==> src/rtl/sonet_soh_pkg.sv <==
package sonet_soh_pkg;

  // clock and timing
  localparam int CLOCK_PERIOD_NS = 10;
  localparam int LOF_PERSIST_MS = 3;
  localparam int LOF_PERSIST_CYCLES = LOF_PERSIST_MS * 1000000 / CLOCK_PERIOD_NS;
  localparam int LOF_TIMER_W = 19;
  localparam int SNAPSHOT_DELAY_NS = 1000;
  localparam int SNAPSHOT_DELAY_CYCLES = (SNAPSHOT_DELAY_NS + CLOCK_PERIOD_NS - 1) / CLOCK_PERIOD_NS;
  localparam int SNAP_TIMER_W = 7;
  localparam logic [SNAP_TIMER_W-1:0] SNAP_TIMER_LOAD = SNAP_TIMER_W'(SNAPSHOT_DELAY_CYCLES - 1);

  // register indices; byte address is four times the index
  localparam int ADDR_W = 8;
  localparam logic [5:0] IDX_MASTER = 6'h00;
  localparam logic [5:0] IDX_RX_STATUS = 6'h11;
  localparam logic [5:0] IDX_COUNT_LOW = 6'h12;
  localparam logic [5:0] IDX_COUNT_HIGH = 6'h13;
  localparam logic [5:0] IDX_TX_CONTROL = 6'h14;
  localparam logic [5:0] IDX_ERROR_INSERT = 6'h15;

  // field positions
  localparam int STATUS_LOS_BIT = 2;
  localparam int STATUS_LOF_BIT = 1;
  localparam int STATUS_OOF_BIT = 0;
  localparam int TXC_SCRAMBLE_DISABLE_BIT = 6;
  localparam int TXC_AIS_BIT = 0;
  localparam int EI_SIGNAL_LOSS_BIT = 2;
  localparam int EI_B1_INVERT_BIT = 1;
  localparam int EI_FRAMING_BIT = 0;

  // reset values and writable masks
  localparam logic [7:0] TX_CONTROL_RESET = 8'h00;
  localparam logic [7:0] ERROR_INSERT_RESET = 8'h00;
  localparam logic [7:0] TX_CONTROL_MASK = 8'h41;
  localparam logic [7:0] ERROR_INSERT_MASK = 8'h07;
  localparam logic [15:0] COUNT_RESET = 16'h0000;
  localparam logic [15:0] COUNT_MAX = 16'hFFFF;

  // transmit byte constants
  localparam logic [6:0] SCRAMBLER_SEED = 7'h7F;
  localparam logic [7:0] A1_MSB_CLEAR = 8'h7F;
  localparam logic [7:0] B1_INVERT = 8'hFF;
  localparam logic [7:0] AIS_FILL = 8'hFF;
  localparam logic [7:0] SIGNAL_LOSS_FILL = 8'h00;

  // bus answers
  localparam logic [1:0] RESP_OKAY = 2'h0;
  localparam logic [1:0] RESP_SLVERR = 2'h2;

endpackage

==> src/rtl/frame_scrambler.sv <==
`timescale 1ns/1ps
module frame_scrambler
  import sonet_soh_pkg::*;
(
  input wire logic clock,
  input wire logic rst,
  input wire logic reload,
  input wire logic advance,
  input wire logic [7:0] din,
  output logic [7:0] dout
);

  typedef struct packed {
    logic [6:0] lfsr;
  } scr_state_t;

  scr_state_t st_ff;
  scr_state_t nxt_st;

  // frame synchronous x^7 + x^6 + 1, msb first; returns {next state, key byte}
  function automatic logic [14:0] key_step(input logic [6:0] seed);
    logic [6:0] s;
    logic [7:0] k;
    s = seed;
    k = 8'h00;
    for (int i = 7; i >= 0; i--)
    begin
      k[i] = s[6];
      s = {s[5:0], s[6] ^ s[5]};
    end
    return {s, k};
  endfunction

  logic [14:0] step;

  always_comb
  begin
    step = key_step(st_ff.lfsr);
    dout = din ^ step[7:0];
    nxt_st = st_ff;
    if (reload)
    begin
      nxt_st.lfsr = SCRAMBLER_SEED;
    end
    else if (advance)
    begin
      nxt_st.lfsr = step[14:8];
    end
  end

  always_ff @(posedge clock or posedge rst)
  begin
    if (rst)
    begin
      st_ff <= '{lfsr: SCRAMBLER_SEED};
    end
    else
    begin
      st_ff <= nxt_st;
    end
  end

endmodule

==> src/rtl/sonet_section_overhead_ctrl.sv <==
// Operation
// loss-of-signal status bit follows the receive processor's loss-of-signal state.
// declare loss of frame only after out-of-frame lasts longer than 3 ms.
// loss of frame clears only after in-frame lasts longer than 3 ms.
// out-of-frame status bit follows the receive processor's out-of-frame state.
// about 1 us after writing count registers or offset 00h, snapshot the count.
// the internal B1 counter clears to zero at the snapshot moment.
// software reads both count registers after a snapshot; valid unless overflowed.
// count bits 7..0 at the low register, 15..8 at the next; reset zero.
// scramble transmit stream when scramble-disable is 0, send plain when 1.
// line AIS forces all non-section-overhead bits to one before scrambling.
// AIS insertion starts or stops only at a transmit frame boundary.
// forced signal loss drives transmit data to all zeros.
// B1 inversion inverts the transmitted B1 byte in every frame.
// framing error clears the msb of the first A1 byte.
// internal B1 counter saturates at all ones instead of wrapping.
`timescale 1ns/1ps
module sonet_section_overhead_ctrl
  import sonet_soh_pkg::*;
#(
  parameter int lof_cycles = LOF_PERSIST_CYCLES
)
(
  input wire logic clock,
  input wire logic rst,
  input wire logic awvalid,
  output logic awready,
  input wire logic [ADDR_W-1:0] awaddr,
  input wire logic wvalid,
  output logic wready,
  input wire logic [31:0] wdata,
  input wire logic [3:0] wstrb,
  output logic bvalid,
  input wire logic bready,
  output logic [1:0] bresp,
  input wire logic arvalid,
  output logic arready,
  input wire logic [ADDR_W-1:0] araddr,
  output logic rvalid,
  input wire logic rready,
  output logic [31:0] rdata,
  output logic [1:0] rresp,
  input wire logic rx_signal_loss,
  input wire logic rx_out_of_frame,
  input wire logic rx_b1_err_valid,
  input wire logic [3:0] rx_b1_err_bits,
  input wire logic tx_valid,
  input wire logic [7:0] tx_data,
  input wire logic tx_frame_start,
  input wire logic tx_soh,
  input wire logic tx_no_scramble,
  input wire logic tx_b1_slot,
  output logic tx_out_valid,
  output logic [7:0] tx_out_data,
  output logic signal_loss_status,
  output logic frame_loss_status,
  output logic out_of_frame_status
);

  typedef struct packed {
    logic awready;
    logic aw_held;
    logic [5:0] aw_idx;
    logic wready;
    logic w_held;
    logic [7:0] w_data;
    logic w_lane0;
    logic bvalid;
    logic [1:0] bresp;
    logic arready;
    logic rvalid;
    logic [31:0] rdata;
    logic [1:0] rresp;
    logic [7:0] tx_control;
    logic [7:0] error_insert;
    logic [15:0] section_parity_error_count;
    logic [15:0] b1_accum;
    logic snap_pending;
    logic [SNAP_TIMER_W-1:0] snap_timer;
    logic signal_loss_status;
    logic out_of_frame_status;
    logic frame_loss_status;
    logic [LOF_TIMER_W-1:0] lof_timer;
    logic ais_active;
    logic [7:0] bip_running;
    logic [7:0] bip_last;
    logic tx_out_valid;
    logic [7:0] tx_out_data;
  } ctrl_state_t;

  localparam logic [LOF_TIMER_W-1:0] LOF_LIMIT = LOF_TIMER_W'(lof_cycles);

  ctrl_state_t st_ff;
  ctrl_state_t nxt_st;

  // the internal count never wraps, so an overflowed interval reads as all ones
  function automatic logic [15:0] sat_add(input logic [15:0] acc, input logic [3:0] inc);
    logic [16:0] sum;
    sum = {1'b0, acc} + {13'h0000, inc};
    return sum[16] ? COUNT_MAX : sum[15:0];
  endfunction

  function automatic logic [5:0] word_index(input logic [ADDR_W-1:0] addr);
    return addr[ADDR_W-1:2];
  endfunction

  logic [7:0] tx_byte;
  logic [7:0] tx_scrambled;
  logic scr_reload;
  logic scr_advance;

  frame_scrambler scrambler
  (
    .clock(clock),
    .rst(rst),
    .reload(scr_reload),
    .advance(scr_advance),
    .din(tx_byte),
    .dout(tx_scrambled)
  );

  logic snap_fire;
  logic ais_now;
  logic [7:0] tx_final;
  logic [7:0] read_value;
  logic read_hit;

  always_comb
  begin
    nxt_st = st_ff;
    snap_fire = 1'b0;
    read_value = 8'h00;
    read_hit = 1'b1;

    // write address and data are taken independently, in either order
    if (awvalid && st_ff.awready)
    begin
      nxt_st.aw_held = 1'b1;
      nxt_st.aw_idx = word_index(awaddr);
    end
    if (wvalid && st_ff.wready)
    begin
      nxt_st.w_held = 1'b1;
      nxt_st.w_data = wdata[7:0];
      nxt_st.w_lane0 = wstrb[0];
    end
    if (st_ff.bvalid && bready)
    begin
      nxt_st.bvalid = 1'b0;
    end

    // snapshot timer runs first so that a fresh trigger below restarts it
    if (st_ff.snap_pending)
    begin
      if (st_ff.snap_timer == '0)
      begin
        snap_fire = 1'b1;
        nxt_st.snap_pending = 1'b0;
      end
      else
      begin
        nxt_st.snap_timer = st_ff.snap_timer - 1'b1;
      end
    end

    if (st_ff.aw_held && st_ff.w_held && !st_ff.bvalid)
    begin
      nxt_st.aw_held = 1'b0;
      nxt_st.w_held = 1'b0;
      nxt_st.bvalid = 1'b1;
      nxt_st.bresp = RESP_OKAY;
      unique case (st_ff.aw_idx)
        IDX_MASTER, IDX_COUNT_LOW, IDX_COUNT_HIGH:
        begin
          nxt_st.snap_pending = 1'b1;
          nxt_st.snap_timer = SNAP_TIMER_LOAD;
        end
        IDX_TX_CONTROL:
        begin
          if (st_ff.w_lane0)
          begin
            nxt_st.tx_control = st_ff.w_data & TX_CONTROL_MASK;
          end
        end
        IDX_ERROR_INSERT:
        begin
          if (st_ff.w_lane0)
          begin
            nxt_st.error_insert = st_ff.w_data & ERROR_INSERT_MASK;
          end
        end
        IDX_RX_STATUS:
        begin
          nxt_st.bresp = RESP_OKAY;
        end
        default:
        begin
          nxt_st.bresp = RESP_SLVERR;
        end
      endcase
    end

    // one read at a time; data comes the cycle after the address is taken
    if (st_ff.rvalid && rready)
    begin
      nxt_st.rvalid = 1'b0;
    end
    if (arvalid && st_ff.arready)
    begin
      unique case (word_index(araddr))
        IDX_MASTER: read_value = 8'h00;
        IDX_RX_STATUS:
        begin
          read_value[STATUS_LOS_BIT] = st_ff.signal_loss_status;
          read_value[STATUS_LOF_BIT] = st_ff.frame_loss_status;
          read_value[STATUS_OOF_BIT] = st_ff.out_of_frame_status;
        end
        IDX_COUNT_LOW: read_value = st_ff.section_parity_error_count[7:0];
        IDX_COUNT_HIGH: read_value = st_ff.section_parity_error_count[15:8];
        IDX_TX_CONTROL: read_value = st_ff.tx_control;
        IDX_ERROR_INSERT: read_value = st_ff.error_insert;
        default: read_hit = 1'b0;
      endcase
      nxt_st.rvalid = 1'b1;
      nxt_st.rdata = {24'h000000, read_value};
      nxt_st.rresp = read_hit ? RESP_OKAY : RESP_SLVERR;
    end

    nxt_st.awready = !nxt_st.aw_held && !nxt_st.bvalid;
    nxt_st.wready = !nxt_st.w_held && !nxt_st.bvalid;
    nxt_st.arready = !nxt_st.rvalid;

    // B1 error accumulation; an error in the snapshot cycle opens the new interval
    if (snap_fire)
    begin
      nxt_st.section_parity_error_count = st_ff.b1_accum;
      nxt_st.b1_accum = COUNT_RESET;
    end
    if (rx_b1_err_valid)
    begin
      nxt_st.b1_accum = sat_add(nxt_st.b1_accum, rx_b1_err_bits);
    end

    // receive alarm status; inputs come from the receive processor on this clock
    nxt_st.signal_loss_status = rx_signal_loss;
    nxt_st.out_of_frame_status = rx_out_of_frame;
    if (rx_out_of_frame != st_ff.frame_loss_status)
    begin
      if (st_ff.lof_timer == LOF_LIMIT)
      begin
        nxt_st.frame_loss_status = rx_out_of_frame;
        nxt_st.lof_timer = '0;
      end
      else
      begin
        nxt_st.lof_timer = st_ff.lof_timer + 1'b1;
      end
    end
    else
    begin
      nxt_st.lof_timer = '0;
    end

    // transmit byte path: overhead edits, AIS, scrambler, then signal loss
    ais_now = (tx_frame_start) ? st_ff.tx_control[TXC_AIS_BIT] : st_ff.ais_active;
    tx_byte = tx_data;
    if (tx_b1_slot)
    begin
      tx_byte = st_ff.bip_last;
      if (st_ff.error_insert[EI_B1_INVERT_BIT])
      begin
        tx_byte = st_ff.bip_last ^ B1_INVERT;
      end
    end
    if (tx_frame_start && st_ff.error_insert[EI_FRAMING_BIT])
    begin
      tx_byte = tx_data & A1_MSB_CLEAR;
    end
    if (ais_now && !tx_soh)
    begin
      tx_byte = AIS_FILL;
    end
    scr_reload = tx_valid && tx_no_scramble;
    scr_advance = tx_valid && !tx_no_scramble;
    if (tx_no_scramble || st_ff.tx_control[TXC_SCRAMBLE_DISABLE_BIT])
    begin
      tx_final = tx_byte;
    end
    else
    begin
      tx_final = tx_scrambled;
    end

    nxt_st.tx_out_valid = tx_valid;
    if (tx_valid)
    begin
      nxt_st.ais_active = ais_now;
      // parity covers the frame as sent, before any forced signal loss
      if (tx_frame_start)
      begin
        nxt_st.bip_last = st_ff.bip_running;
        nxt_st.bip_running = tx_final;
      end
      else
      begin
        nxt_st.bip_running = st_ff.bip_running ^ tx_final;
      end
      nxt_st.tx_out_data = tx_final;
    end
    if (st_ff.error_insert[EI_SIGNAL_LOSS_BIT])
    begin
      nxt_st.tx_out_data = SIGNAL_LOSS_FILL;
    end
  end

  always_ff @(posedge clock or posedge rst)
  begin
    if (rst)
    begin
      st_ff <= '0;
      st_ff.tx_control <= TX_CONTROL_RESET;
      st_ff.error_insert <= ERROR_INSERT_RESET;
      st_ff.section_parity_error_count <= COUNT_RESET;
      st_ff.b1_accum <= COUNT_RESET;
    end
    else
    begin
      st_ff <= nxt_st;
    end
  end

  assign awready = st_ff.awready;
  assign wready = st_ff.wready;
  assign bvalid = st_ff.bvalid;
  assign bresp = st_ff.bresp;
  assign arready = st_ff.arready;
  assign rvalid = st_ff.rvalid;
  assign rdata = st_ff.rdata;
  assign rresp = st_ff.rresp;
  assign tx_out_valid = st_ff.tx_out_valid;
  assign tx_out_data = st_ff.tx_out_data;
  assign signal_loss_status = st_ff.signal_loss_status;
  assign frame_loss_status = st_ff.frame_loss_status;
  assign out_of_frame_status = st_ff.out_of_frame_status;

endmodule

==> config.mk <==
export PLATFORM = sky130hd
export DESIGN_NAME = sonet_section_overhead_ctrl
export DESIGN_NICKNAME = d
export VERILOG_FILES = /design/src/rtl/sonet_soh_pkg.sv /design/src/rtl/frame_scrambler.sv /design/src/rtl/sonet_section_overhead_ctrl.sv
export SDC_FILE = /design/constraint.sdc
export NUM_CORES = 1
export LEC_CHECK = 0
export BUFFER_PORTS_ARGS = -buffer_cell sky130_fd_sc_hd__buf_4
export CORE_AREA = 2 2 107 109
export CTS_BUF_LIST = sky130_fd_sc_hd__clkbuf_2
export CTS_CLUSTER_DIAMETER = 40
export CTS_CLUSTER_SIZE = 20
export DETAILED_ROUTE_END_ITERATION = 10
export DIE_AREA = 0 0 109 111
export GPL_TIMING_DRIVEN = 0
export PLACE_DENSITY = 0.92
export SLEW_MARGIN = 10
export SYNTH_ARGS = -nofsm -noshare
export SYNTH_HDL_FRONTEND = slang
export SYNTH_SLANG_ARGS = --single-unit
==> constraint.sdc <==
create_clock -name clock -period 9.3 [get_ports clock]
set_clock_uncertainty 0.05 [all_clocks]
set_input_delay 0.93 -clock clock [delete_from_list [all_inputs] [get_ports clock]]
set_output_delay 0.93 -clock clock [all_outputs]
set_load 0.005 [all_outputs]
==> flow_summary_export.csv, run 1 <==
group,metric,value,unit
run_status,status,"completed",
global_route,grt_overflow,0,
logic_synthesis,synth_cell_types,50,
power_and_ir_drop,peakVddDrop,0.000153,V
logic_synthesis,synthTopCellsByArea,"dfrtp_1 46%, nand2_1 6.9%, buf_4 5.2%",
logic_synthesis,ys_ff_latch,128,
routing,postRouteAntennaNets,0,
die,rows,39,
timing,setup_viol,0,
power_and_ir_drop,powerDensity,227,nW/um^2
finish,finalNonFillerCells,957,
clocking,clk_latency,0.67,ns
critical_path,path_cells,"nor3_1 > nand3_1 > clkbuf_1 > nand2_1 > inv_1 > ha_1 > fa_1 > a21o_1 > a21oi_1 > nand2b_1 > nand4b_1 > buf_2 > o21ai_0",
timing,tightest_slew,0.521,ns
die,core_area,11100,um^2
global_route,grt_usage,24.1,%
clocking,cts_buffers,17,
finish,nets,889,
placement,dpl_cell_area,7410,um^2
routing,drt_iter0_drc,442,
die,die_w,109,um
critical_path,end_kind,"flop",
hold_path,min_path_type,"primary input to async pin",
logic_synthesis,avgSynthCellArea,9.58,um^2
finish,drive_gt1_share,22.6,%
clocking,post-cts-setup-buffer-count,0,
power_and_ir_drop,p_leak,3.72,nW
clocking,cts-root-buf,"clkbuf_2",
clocking,cts_tree,"yes",
global_route,grt_max_degree,80,
job,drv_cap,0,
logic_synthesis,synth_top_area_share,45.9,%
finish,antenna_cells,0,
critical_path,slowest_delay,0.46,ns
global_route,grt_antenna_before_repair,0,
timing,hold_viol,0,
logic_synthesis,synth_edf_count,0,
routing,num_vias,5152,
routing,drc,0,
logic_synthesis,synth_seq_area_share,48.7,%
die,start_util,59.6,%
timing,relSlewSlack,64.9,%
critical_path,required,9.81,ns
placement,dp_cells,925,
timing,period_share,41.1,%
placement,place.gp.congestion,0.801,
logic_synthesis,synthArstFlopShare,100,%
critical_path,path_max_fanout,10,
logic_synthesis,synth_flop_cell,"dfrtp_1",
finish,syn_to_final_growth,15.1,%
logic_synthesis,synthTopCellsByCount,"122 x nand2_1, 121 x dfrtp_1, 62 x nor2_1",
clocking,cts.clk_slew.worst_paths,0.17,ns
logic_synthesis,synth_area,6600,um^2
logic_synthesis,yosysMostFrequentCell,"nand2_1",
die,io_pins,132,
routing,via_per_inst,5.38,
clocking,cts_sinks,128,
critical_path,crit_type,"flop to flop",
die,fp.dieH,111,um
clocking,htreeDepth,4,
clocking,clock_path_buffers,2,
timing,fmax,0.262,GHz
global_route,grt_pass1_wl,23000,um
timing,slew_viol_final,0,
die,die_area,12100,um^2
logic_synthesis,ys_warn_count,0,
finish,stdcell_area,7590,um^2
timing,period_minus_slack,3.82,ns
placement,hpwl,10100,um
timing,rsz0062_at_grt,"false",
placement,port-buffer-count,67,
critical_path,cp.arrival,4.33,ns
logic_synthesis,synth.largest_area_cell,"dfrtp_1",
routing,wl,13700,um
critical_path,critPathSlowestCell,"nor3_1",
clocking,cts_hold_buf,0,
logic_synthesis,synth_cells,689,
global_route,grt_pass1_vias,5020,
timing,tns,0,ns
routing,drt-pass1-iter-count,5,
routing,post_drt_wl_per_cell,14.3,um
critical_path,crit_path_start_kind,"flop",
clocking,cts_resized,0,
-- logic make-up after synthesis --
group                    after synthesis  share of synthesized area [%]
XOR/XNOR                              56                           7.43
other                                  1                         0.0568
AO/OA/AOI/OAI                         95                           9.08
multiplexers                          40                           6.52
flip-flops                           128                           48.7
adder cells (fa/ha/maj)                9                           1.82
AND/OR/NAND/NOR                      267                           18.3
buffers and inverters                 93                           8.15
-- metrics by stage --
step,hold WS [ns],setup slack [ns],total power [W],util [%]
finish,0.203,5.48,0.00173,68.6
global route,0.183,5.09,0.00185,68.6
CTS,0.182,5.50,0.00173,68.6
detailed placement,0.406,5.54,0.00144,66.9
global placement,0.400,3.60,0.00140,66.6
floorplan,0.377,4.92,0.00126,-
-- worst max-delay path, delay by kind of cell (launching register included) --
family / cells / cell delay (ns)
AOI/OAI and AO/OA: 3 / 0.60
adders and majority gates: 2 / 0.62
buffers and inverters: 3 / 0.61
DFF: 1 / 0.45
and+or+nand+nor: 5 / 1.37
-- layout by cell type, fill, tap and decap left out, drive strengths merged, types with 3 or more instances in the layout --
cell type and instances:
clkinv 5, a211oi 3, or2 3, o21ai 30, conb 26, nand4 6, nand2b 11, a21oi 26
o221ai 6, nand4b 6, nor2b 4, o31ai 4, nor4 3, and3 7, and2 6, o211ai 12
nor3 11, dfrtp 121, mux2i 19, clkbuf 39, ha 8, inv 25, a21o 3, mux2 21
nor2 62, xor2 30, nand2 122, dfstp 7, xnor2 26, buf 122, nand3 18
-- flip-flops by register name, indices dropped and copies added, names as in the netlist --
register and flops:
signal_loss_status 1, frame_loss_status 1, awready 1, rdata 8, st_ff 94, scrambler.st_ff 7
tx_out_valid 1, wready 1, rresp 1, arready 1, bresp 1, tx_out_data 8
out_of_frame_status 1, rvalid 1, bvalid 1
-- area by class of cell --
type                    instances  area (um^2)
inverters                      25         98.8
repair buffers                 68          531
multi-input cells             493         2940
clock buffers                  25          125
plain buffers                  68          444
flip-flops and latches        128         3210
well taps                     143          179
fillers                       843         3480
clock inverters                 7         62.6
-- power breakdown --
group	switching [W]	internal, W	leakage, nW
logic	0.000285	0.000291	1.96
clock network	0.000194	0.000102	0.131
registers	0.000131	0.000724	1.63
total	0.000609	0.00112	3.72
-- layer usage --
metal  vias up  global-route usage (%)  routed length, um  part of all wire, %
li1       2483                       -                  -                    -
met1      2480                    31.5               5790                   42
met2       162                    38.7               6760                   49
met3        27                    6.06                866                  6.3
met4         0                    8.72                265                  1.9
met5         -                       0                  0                    0
-- worst paths after layout --
kind | slack [ns] | from | cells past startpoint | end
max in group asynchronous | 8.28 | rst | 3 | bresp[1]
worst min register to register | 0.44 | st_ff[152] | 1 | wready
worst max register to register | 5.48 | st_ff[51] | 13 | st_ff[64]
worst max-delay path | 5.48 | st_ff[51] | 13 | st_ff[64]
min in group clock | 0.30 | rx_signal_loss | 1 | signal_loss_status
worst min-delay path | 0.20 | rst | 2 | st_ff[157]
No activity file was read; power rests on OpenSTA's default activity.
==> run 2, diff against run 1 <==
--- a/config.mk
+++ b/config.mk
@@ -6,14 +6,14 @@
 export NUM_CORES = 1
 export LEC_CHECK = 0
 export BUFFER_PORTS_ARGS = -buffer_cell sky130_fd_sc_hd__buf_4
-export CORE_AREA = 2 2 107 109
+export CORE_AREA = 2 2 111 113
 export CTS_BUF_LIST = sky130_fd_sc_hd__clkbuf_2
 export CTS_CLUSTER_DIAMETER = 40
 export CTS_CLUSTER_SIZE = 20
 export DETAILED_ROUTE_END_ITERATION = 10
-export DIE_AREA = 0 0 109 111
+export DIE_AREA = 0 0 113 115
 export GPL_TIMING_DRIVEN = 0
-export PLACE_DENSITY = 0.92
+export PLACE_DENSITY = 0.86
 export SLEW_MARGIN = 10
 export SYNTH_ARGS = -nofsm -noshare
 export SYNTH_HDL_FRONTEND = slang
==> constraint.sdc (replaced) <==
create_clock -name clock -period 3.9 [get_ports clock]
set_clock_uncertainty 0.05 [all_clocks]
set_input_delay 0.39 -clock clock [delete_from_list [all_inputs] [get_ports clock]]
set_output_delay 0.39 -clock clock [all_outputs]
set_load 0.005 [all_outputs]
==> run 2 against run 1 <==
  * Via count is 0.60% higher
  * Worst setup slack got worse by 5.2 ns
  * Die area increased by 7.4%
  * Register-to-register slack lost 5.2 ns
  * Clock power grew to 2.7 times the previous value
  * The flow now finishes with violations (design-rule violations)
  * Critical path type unchanged
  * Routed wire length up 2.0%
  * Global-route usage is 1.1 points lower
==> flow_summary_export.csv, run 2 (synthesis gave the netlist of run 1 again) <==
group,metric,value,unit
timing,fmax,0.276,GHz
run_status,violations,"design-rule violations",
clocking,cts_sinks,128,
global_route,grt_pass1_vias,5087,
global_route,grt_overflow,0,
critical_path,slowest_delay,0.40,ns
finish,final_cell_mix,"122 x nand2_1, 121 x dfrtp_1, 113 x buf_4, 62 x nor2_1",
critical_path,cp.arrival,4.12,ns
run_status,status,"finished, violations left",
die,core_area,11800,um^2
finish,drive_gt1_share,21.9,%
clocking,cts_tree,"yes",
finish,antenna_cells,0,
finish,stdcell_area,7930,um^2
critical_path,crit_type,"flop to flop",
global_route,grt_use_met2,38.6,%
power_and_ir_drop,peakVddDrop,0.000306,V
critical_path,path_max_fanout,10,
critical_path,end_kind,"flop",
critical_path,crit_path_start_kind,"flop",
finish,fillers,950,
global_route,grt_use_met3,5.06,%
critical_path,path_cells,"inv_1 > ha_1 > nor2b_1 > nand3_1 > clkbuf_2 > nand2_1 > inv_1 > ha_1 > fa_1 > a21o_1 > a21oi_2 > nand2b_1 > nand4b_1 > buf_2 > o21ai_0",
clocking,clk_latency,0.66,ns
global_route,grtUsageMet1,30.1,%
routing,num_vias,5183,
power_and_ir_drop,p_leak,3.86,nW
routing,postRouteAntennaNets,0,
hold_path,holdPathStages,4,
die,die_w,113,um
global_route,grt_max_degree,95,
placement,hpwl,9810,um
critical_path,worst-path-stages,15,
timing,tightest_slew,0.492,ns
die,io_pins,132,
clocking,clock_path_buffers,2,
global_route,grt_pass1_wl,23800,um
critical_path,required,4.39,ns
timing,relSlewSlack,66.9,%
critical_path,reg2reg_depth,15,
clocking,cts-root-buf,"clkbuf_2",
finish,largest_reg_flops,94,
clocking,cts.clk_slew.worst_paths,0.17,ns
global_route,top_usage_layer,"met2",
timing,period_minus_slack,3.63,ns
global_route,grt_antenna_before_repair,0,
finish,nets,917,
timing,slew_viol_final,0,
routing,drt_iter0_drc,398,
timing,setup_viol,0,
clocking,cts_buffers,17,
routing,via_per_inst,5.25,
critical_path,critPathSlowestCell,"fa_1",
finish,top_register,"st_ff",
routing,drt-pass1-iter-count,8,
die,fp.dieH,115,um
die,rows,40,
placement,dp_cells,929,
timing,rsz0062_at_grt,"false",
finish,syn_to_final_growth,20.1,%
job,drv_cap,0,
finish,final_common_cell,"nand2_1",
timing,hold_viol,0,
hold_path,min_path_type,"primary input to flop",
routing,post_drt_wl_per_cell,14.1,um
power_and_ir_drop,powerDensity,538,nW/um^2
placement,port-buffer-count,67,
die,die_area,13000,um^2
routing,wl,14000,um
clocking,htreeDepth,4,
critical_path,path_buf_inv,4,
placement,dpl_cell_area,7410,um^2
timing,period_share,93.0,%
routing,drc,10,
global_route,grt_usage,23.0,%
critical_path,crit_family,"simple AND/OR/NAND/NOR gates",
finish,finalNonFillerCells,988,
placement,place.gp.congestion,0.797,
die,start_util,55.9,%
clocking,post-cts-setup-buffer-count,0,
[run 2: changes by cell type in the layout (fill, tap and decap cells not counted), moves of 2 or more]
cell	change
dlygate4sd3_1	+28
clkbuf_2	-3
bufinv_16	+2
clkinv_1	+2
[run 2: report_power, final]
part / switching, W / internal, W / total, W / leakage (nW)
Combinational: 0.000696 / 0.000728 / 0.00142 / 2.08
Clock: 0.000456 / 0.000352 / 0.000809 / 0.145
Sequential: 0.000309 / 0.00173 / 0.00203 / 1.63
[run 2: worst paths after layout]
kind	startpoint	endpoint	slack [ns]
max	st_ff[48]	st_ff[64]	0.27
min	araddr[3]	rresp[1]	0.12
max reg2reg	st_ff[48]	st_ff[64]	0.27
min reg2reg	st_ff[76]	st_ff[76]	0.45
max in group asynchronous	rst	scrambler.st_ff[5]	2.83
min in group asynchronous	rst	wready	0.20
[run 2: worst min-delay path, cell delays in order]
cell and delay (ns):
buf_4 0.10, o32ai_1 0.07, a21oi_1 0.15, a21o_1 0.09
[run 2: final cells by class]
class,instances,area (um^2),area share (%)
Clock inverter,10,119,1.50
Sequential cell,128,3210,40.5
Inverter,25,98.8,1.25
Timing Repair Buffer,96,811,10.2
Buffer,68,445,5.62
Clock buffer,21,105,1.33
Multi-Input combinational cell,493,2950,37.2
Tap cell,147,184,2.32
[run 2: what timing repair did]
item,4_1_cts,5_1_grt
hold buffers,28,0
setup endpoints to repair,0,11
gates resized for setup,0,4
hold endpoints to repair,67,0
[run 2: through the flow]
stage                     setup WS (ns)  setup TNS [ns]  hold slack (ns)  utilization, %  total power, W
after floorplan                  0.0589               0            0.371               -         0.00300
after global placement            -1.28         -154.06            0.402            62.5         0.00334
after detailed placement          0.190               0            0.357            62.8         0.00342
after CTS                         0.128               0           0.0175            67.0         0.00427
after global routing             0.0128               0           0.0653            67.1         0.00458
final                             0.272               0            0.115            67.1         0.00427
[run 2: layer usage]
layer | vias up | part of all wire, %
met3 | 12 | 5.3
met4 | 0 | 1.3
met5 | - | 0
met2 | 141 | 49
met1 | 2501 | 45
li1 | 2529 | -
==> run 3, diff against run 2 <==
--- a/config.mk
+++ b/config.mk
@@ -6,12 +6,12 @@
 export NUM_CORES = 1
 export LEC_CHECK = 0
 export BUFFER_PORTS_ARGS = -buffer_cell sky130_fd_sc_hd__buf_4
-export CORE_AREA = 2 2 111 113
+export CORE_AREA = 2 2 142 89
 export CTS_BUF_LIST = sky130_fd_sc_hd__clkbuf_2
 export CTS_CLUSTER_DIAMETER = 40
 export CTS_CLUSTER_SIZE = 20
 export DETAILED_ROUTE_END_ITERATION = 10
-export DIE_AREA = 0 0 113 115
+export DIE_AREA = 0 0 144 91
 export GPL_TIMING_DRIVEN = 0
 export PLACE_DENSITY = 0.86
 export SLEW_MARGIN = 10
==> constraint.sdc (replaced) <==
create_clock -name clock -period 3.9 [get_ports clock]
set_clock_uncertainty 0.05 [all_clocks]
set_input_delay 0.78 -clock clock [delete_from_list [all_inputs] [get_ports clock]]
set_output_delay 0.78 -clock clock [all_outputs]
set_load 0.005 [all_outputs]
==> run 3 against run 2 <==
  * Highest routed layer unchanged
  * Sequential share of layout area is 0.81 points higher
  * The run now ends clean
  * Critical path type unchanged
  * Critical path depth stayed put
  * Clock-buffer cell count is 4 lower
  * Via count is 1.8% lower
  * Final cell count is 0.71% lower
  * Routed wire length is 2.2% higher
  * Non-clock buffer count is 25 lower
  * First-iteration DRC count is 14% lower
==> flow_summary_export.csv, run 3 (synthesis gave the netlist of run 1 again) <==
group,metric,value,unit
critical_path,r2r_start,"st_ff[48]",
critical_path,end_kind,"flop",
critical_path,cp.arrival,4.05,ns
critical_path,crit_type,"flop to flop",
finish,finalNonFillerCells,981,
clocking,cts.clk_slew.worst_paths,0.18,ns
hold_path,min_path_type,"primary input to flop",
die,fp.dieH,91,um
global_route,grt_usage,23.0,%
power_and_ir_drop,peakVddDrop,0.000264,V
critical_path,crit_end,"st_ff[67]",
placement,dp_cells,949,
critical_path,path_max_fanout,10,
critical_path,critPathSlowestCell,"fa_1",
critical_path,path_cells,"inv_1 > ha_1 > nor2b_2 > nand3_2 > clkbuf_2 > nand2_1 > inv_1 > ha_1 > fa_1 > a21o_1 > a21oi_2 > nand2b_1 > nand4b_1 > buf_2 > o21ai_0",
finish,syn_to_final_growth,17.8,%
finish,antenna_cells,0,
timing,tns,0,ns
clocking,clock_path_buffers,2,
critical_path,worstReg2RegEnd,"st_ff[67]",
routing,drc,0,
critical_path,crit_path_start_kind,"flop",
critical_path,slowest_delay,0.40,ns
global_route,grt_max_degree,40,
routing,postRouteAntennaNets,0,
timing,setup_slack,0.331,ns
routing,post_drt_wl_per_cell,14.5,um
routing,drt_iter0_drc,341,
die,die_area,13100,um^2
critical_path,reg2reg_depth,15,
placement,place_ws,0.134,ns
clocking,cts_sinks,128,
timing,period_share,91.5,%
finish,largest_reg_flops,94,
timing,relSlewSlack,66.0,%
placement,hpwl,10500,um
die,rows,31,
critical_path,critical_path.startpoint,"st_ff[48]",
clocking,cts_tree,"yes",
finish,fillers,937,
die,start_util,56.1,%
critical_path,path_buf_inv,4,
routing,drt-pass1-iter-count,5,
clocking,cts-root-buf,"clkbuf_2",
global_route,grt_pass1_wl,23500,um
global_route,grt_overflow,0,
finish,drive_gt1_share,23.7,%
placement,port-buffer-count,67,
clocking,cts_buffers,17,
finish,nets,892,
finish,final_cell_mix,"122 x nand2_1, 121 x dfrtp_1, 113 x buf_4, 62 x nor2_1",
critical_path,crit_family,"simple AND/OR/NAND/NOR gates",
timing,setup_viol,0,
routing,via_per_inst,5.19,
timing,tightest_slew,0.511,ns
timing,period_minus_slack,3.57,ns
global_route,grt_antenna_before_repair,0,
routing,num_vias,5088,
critical_path,required,4.38,ns
timing,hold_viol,0,
critical_path,worst-path-stages,15,
run_status,status,"completed",
global_route,grt_pass1_vias,4830,
power_and_ir_drop,p_leak,3.76,nW
placement,place.gp.congestion,0.859,
finish,final_common_cell,"nand2_1",
timing,fmax,0.280,GHz
critical_path,r2r_setup_slack,0.33,ns
die,core_area,11800,um^2
power_and_ir_drop,powerDensity,562,nW/um^2
job,drv_cap,0,
timing,slew_viol_final,0,
clocking,htreeDepth,4,
routing,wl,14300,um
clocking,clk_latency,0.68,ns
die,io_pins,132,
die,die_w,144,um
finish,top_register,"st_ff",
-- run 3: cell count changes in the layout (fill, tap and decap cells not counted), moves of 2 or more --
cell           before  now
dlygate4sd3_1      28    1
clkinvlp_4          0    7
clkinv_1            5    0
clkbuf_2           22   18
buf_12              0    3
clkinv_4            0    2
-- run 3: worst min-delay path by stage --
| stage | slack, ns | endpoint | startpoint | cells past startpoint |
|---|---|---|---|---|
| floorplan | 0.38 | wready | st_ff[152] | 1 |
| global placement | 0.40 | st_ff[72] | st_ff[56] | 2 |
| detailed placement | 0.40 | wready | st_ff[152] | 1 |
| CTS | 0.0009 | st_ff[36] | rst | 2 |
| global route | 0.1 | tx_out_valid | tx_valid | 1 |
| finish | 0.17 | tx_out_valid | tx_valid | 1 |
-- run 3: timing repair --
| action | CTS | global route |
|---|---|---|
| gates resized for setup | 0 | 6 |
| hold buffers | 0 | 1 |
| endpoints found under the setup margin | 0 | 15 |
| setup buffers | 0 | 0 |
| hold endpoints to repair | 0 | 8 |
-- run 3: power breakdown --
part           internal, W  leakage (nW)  switching [W]
sequential         0.00173          1.63       0.000320
combinational     0.000703          1.98       0.000702
clock             0.000415         0.144       0.000503
-- run 3: cell type report --
class | instances | area [um^2] | area share [%]
inverter | 25 | 97.6 | 1.26
tap | 165 | 206 | 2.66
buffer | 68 | 445 | 5.73
sequential | 128 | 3210 | 41.3
multi-input combinational | 493 | 2960 | 38.1
timing repair buffer | 71 | 573 | 7.37
clock buffer | 17 | 85.1 | 1.09
clock inverter | 14 | 193 | 2.48
-- run 3: stage by stage --
| step | area (um^2) | total power [W] | hold slack (ns) | utilization (%) |
|---|---|---|---|---|
| 4_1_cts | 7740 | 0.00436 | 0.000941 | 65.9 |
| 2_1_floorplan | 6700 | 0.00300 | 0.377 | - |
| 6_report | 7770 | 0.00437 | 0.174 | 66.1 |
| 5_1_grt | 7770 | 0.00467 | 0.0975 | 66.1 |
| 3_5_place_dp | 7470 | 0.00345 | 0.404 | 63.5 |
| 3_3_place_gp | 7410 | 0.00334 | 0.400 | 63.0 |
-- run 3: routing by layer --
layer | GRT usage, % | wire length [um] | vias to the layer above | share of wire, %
met5 | 0 | 0 | - | 0
met4 | 6.13 | 108 | 0 | 0.76
met3 | 6.17 | 951 | 10 | 6.7
met2 | 32.7 | 6240 | 180 | 44
met1 | 34.6 | 6960 | 2422 | 49
li1 | - | - | 2476 | -
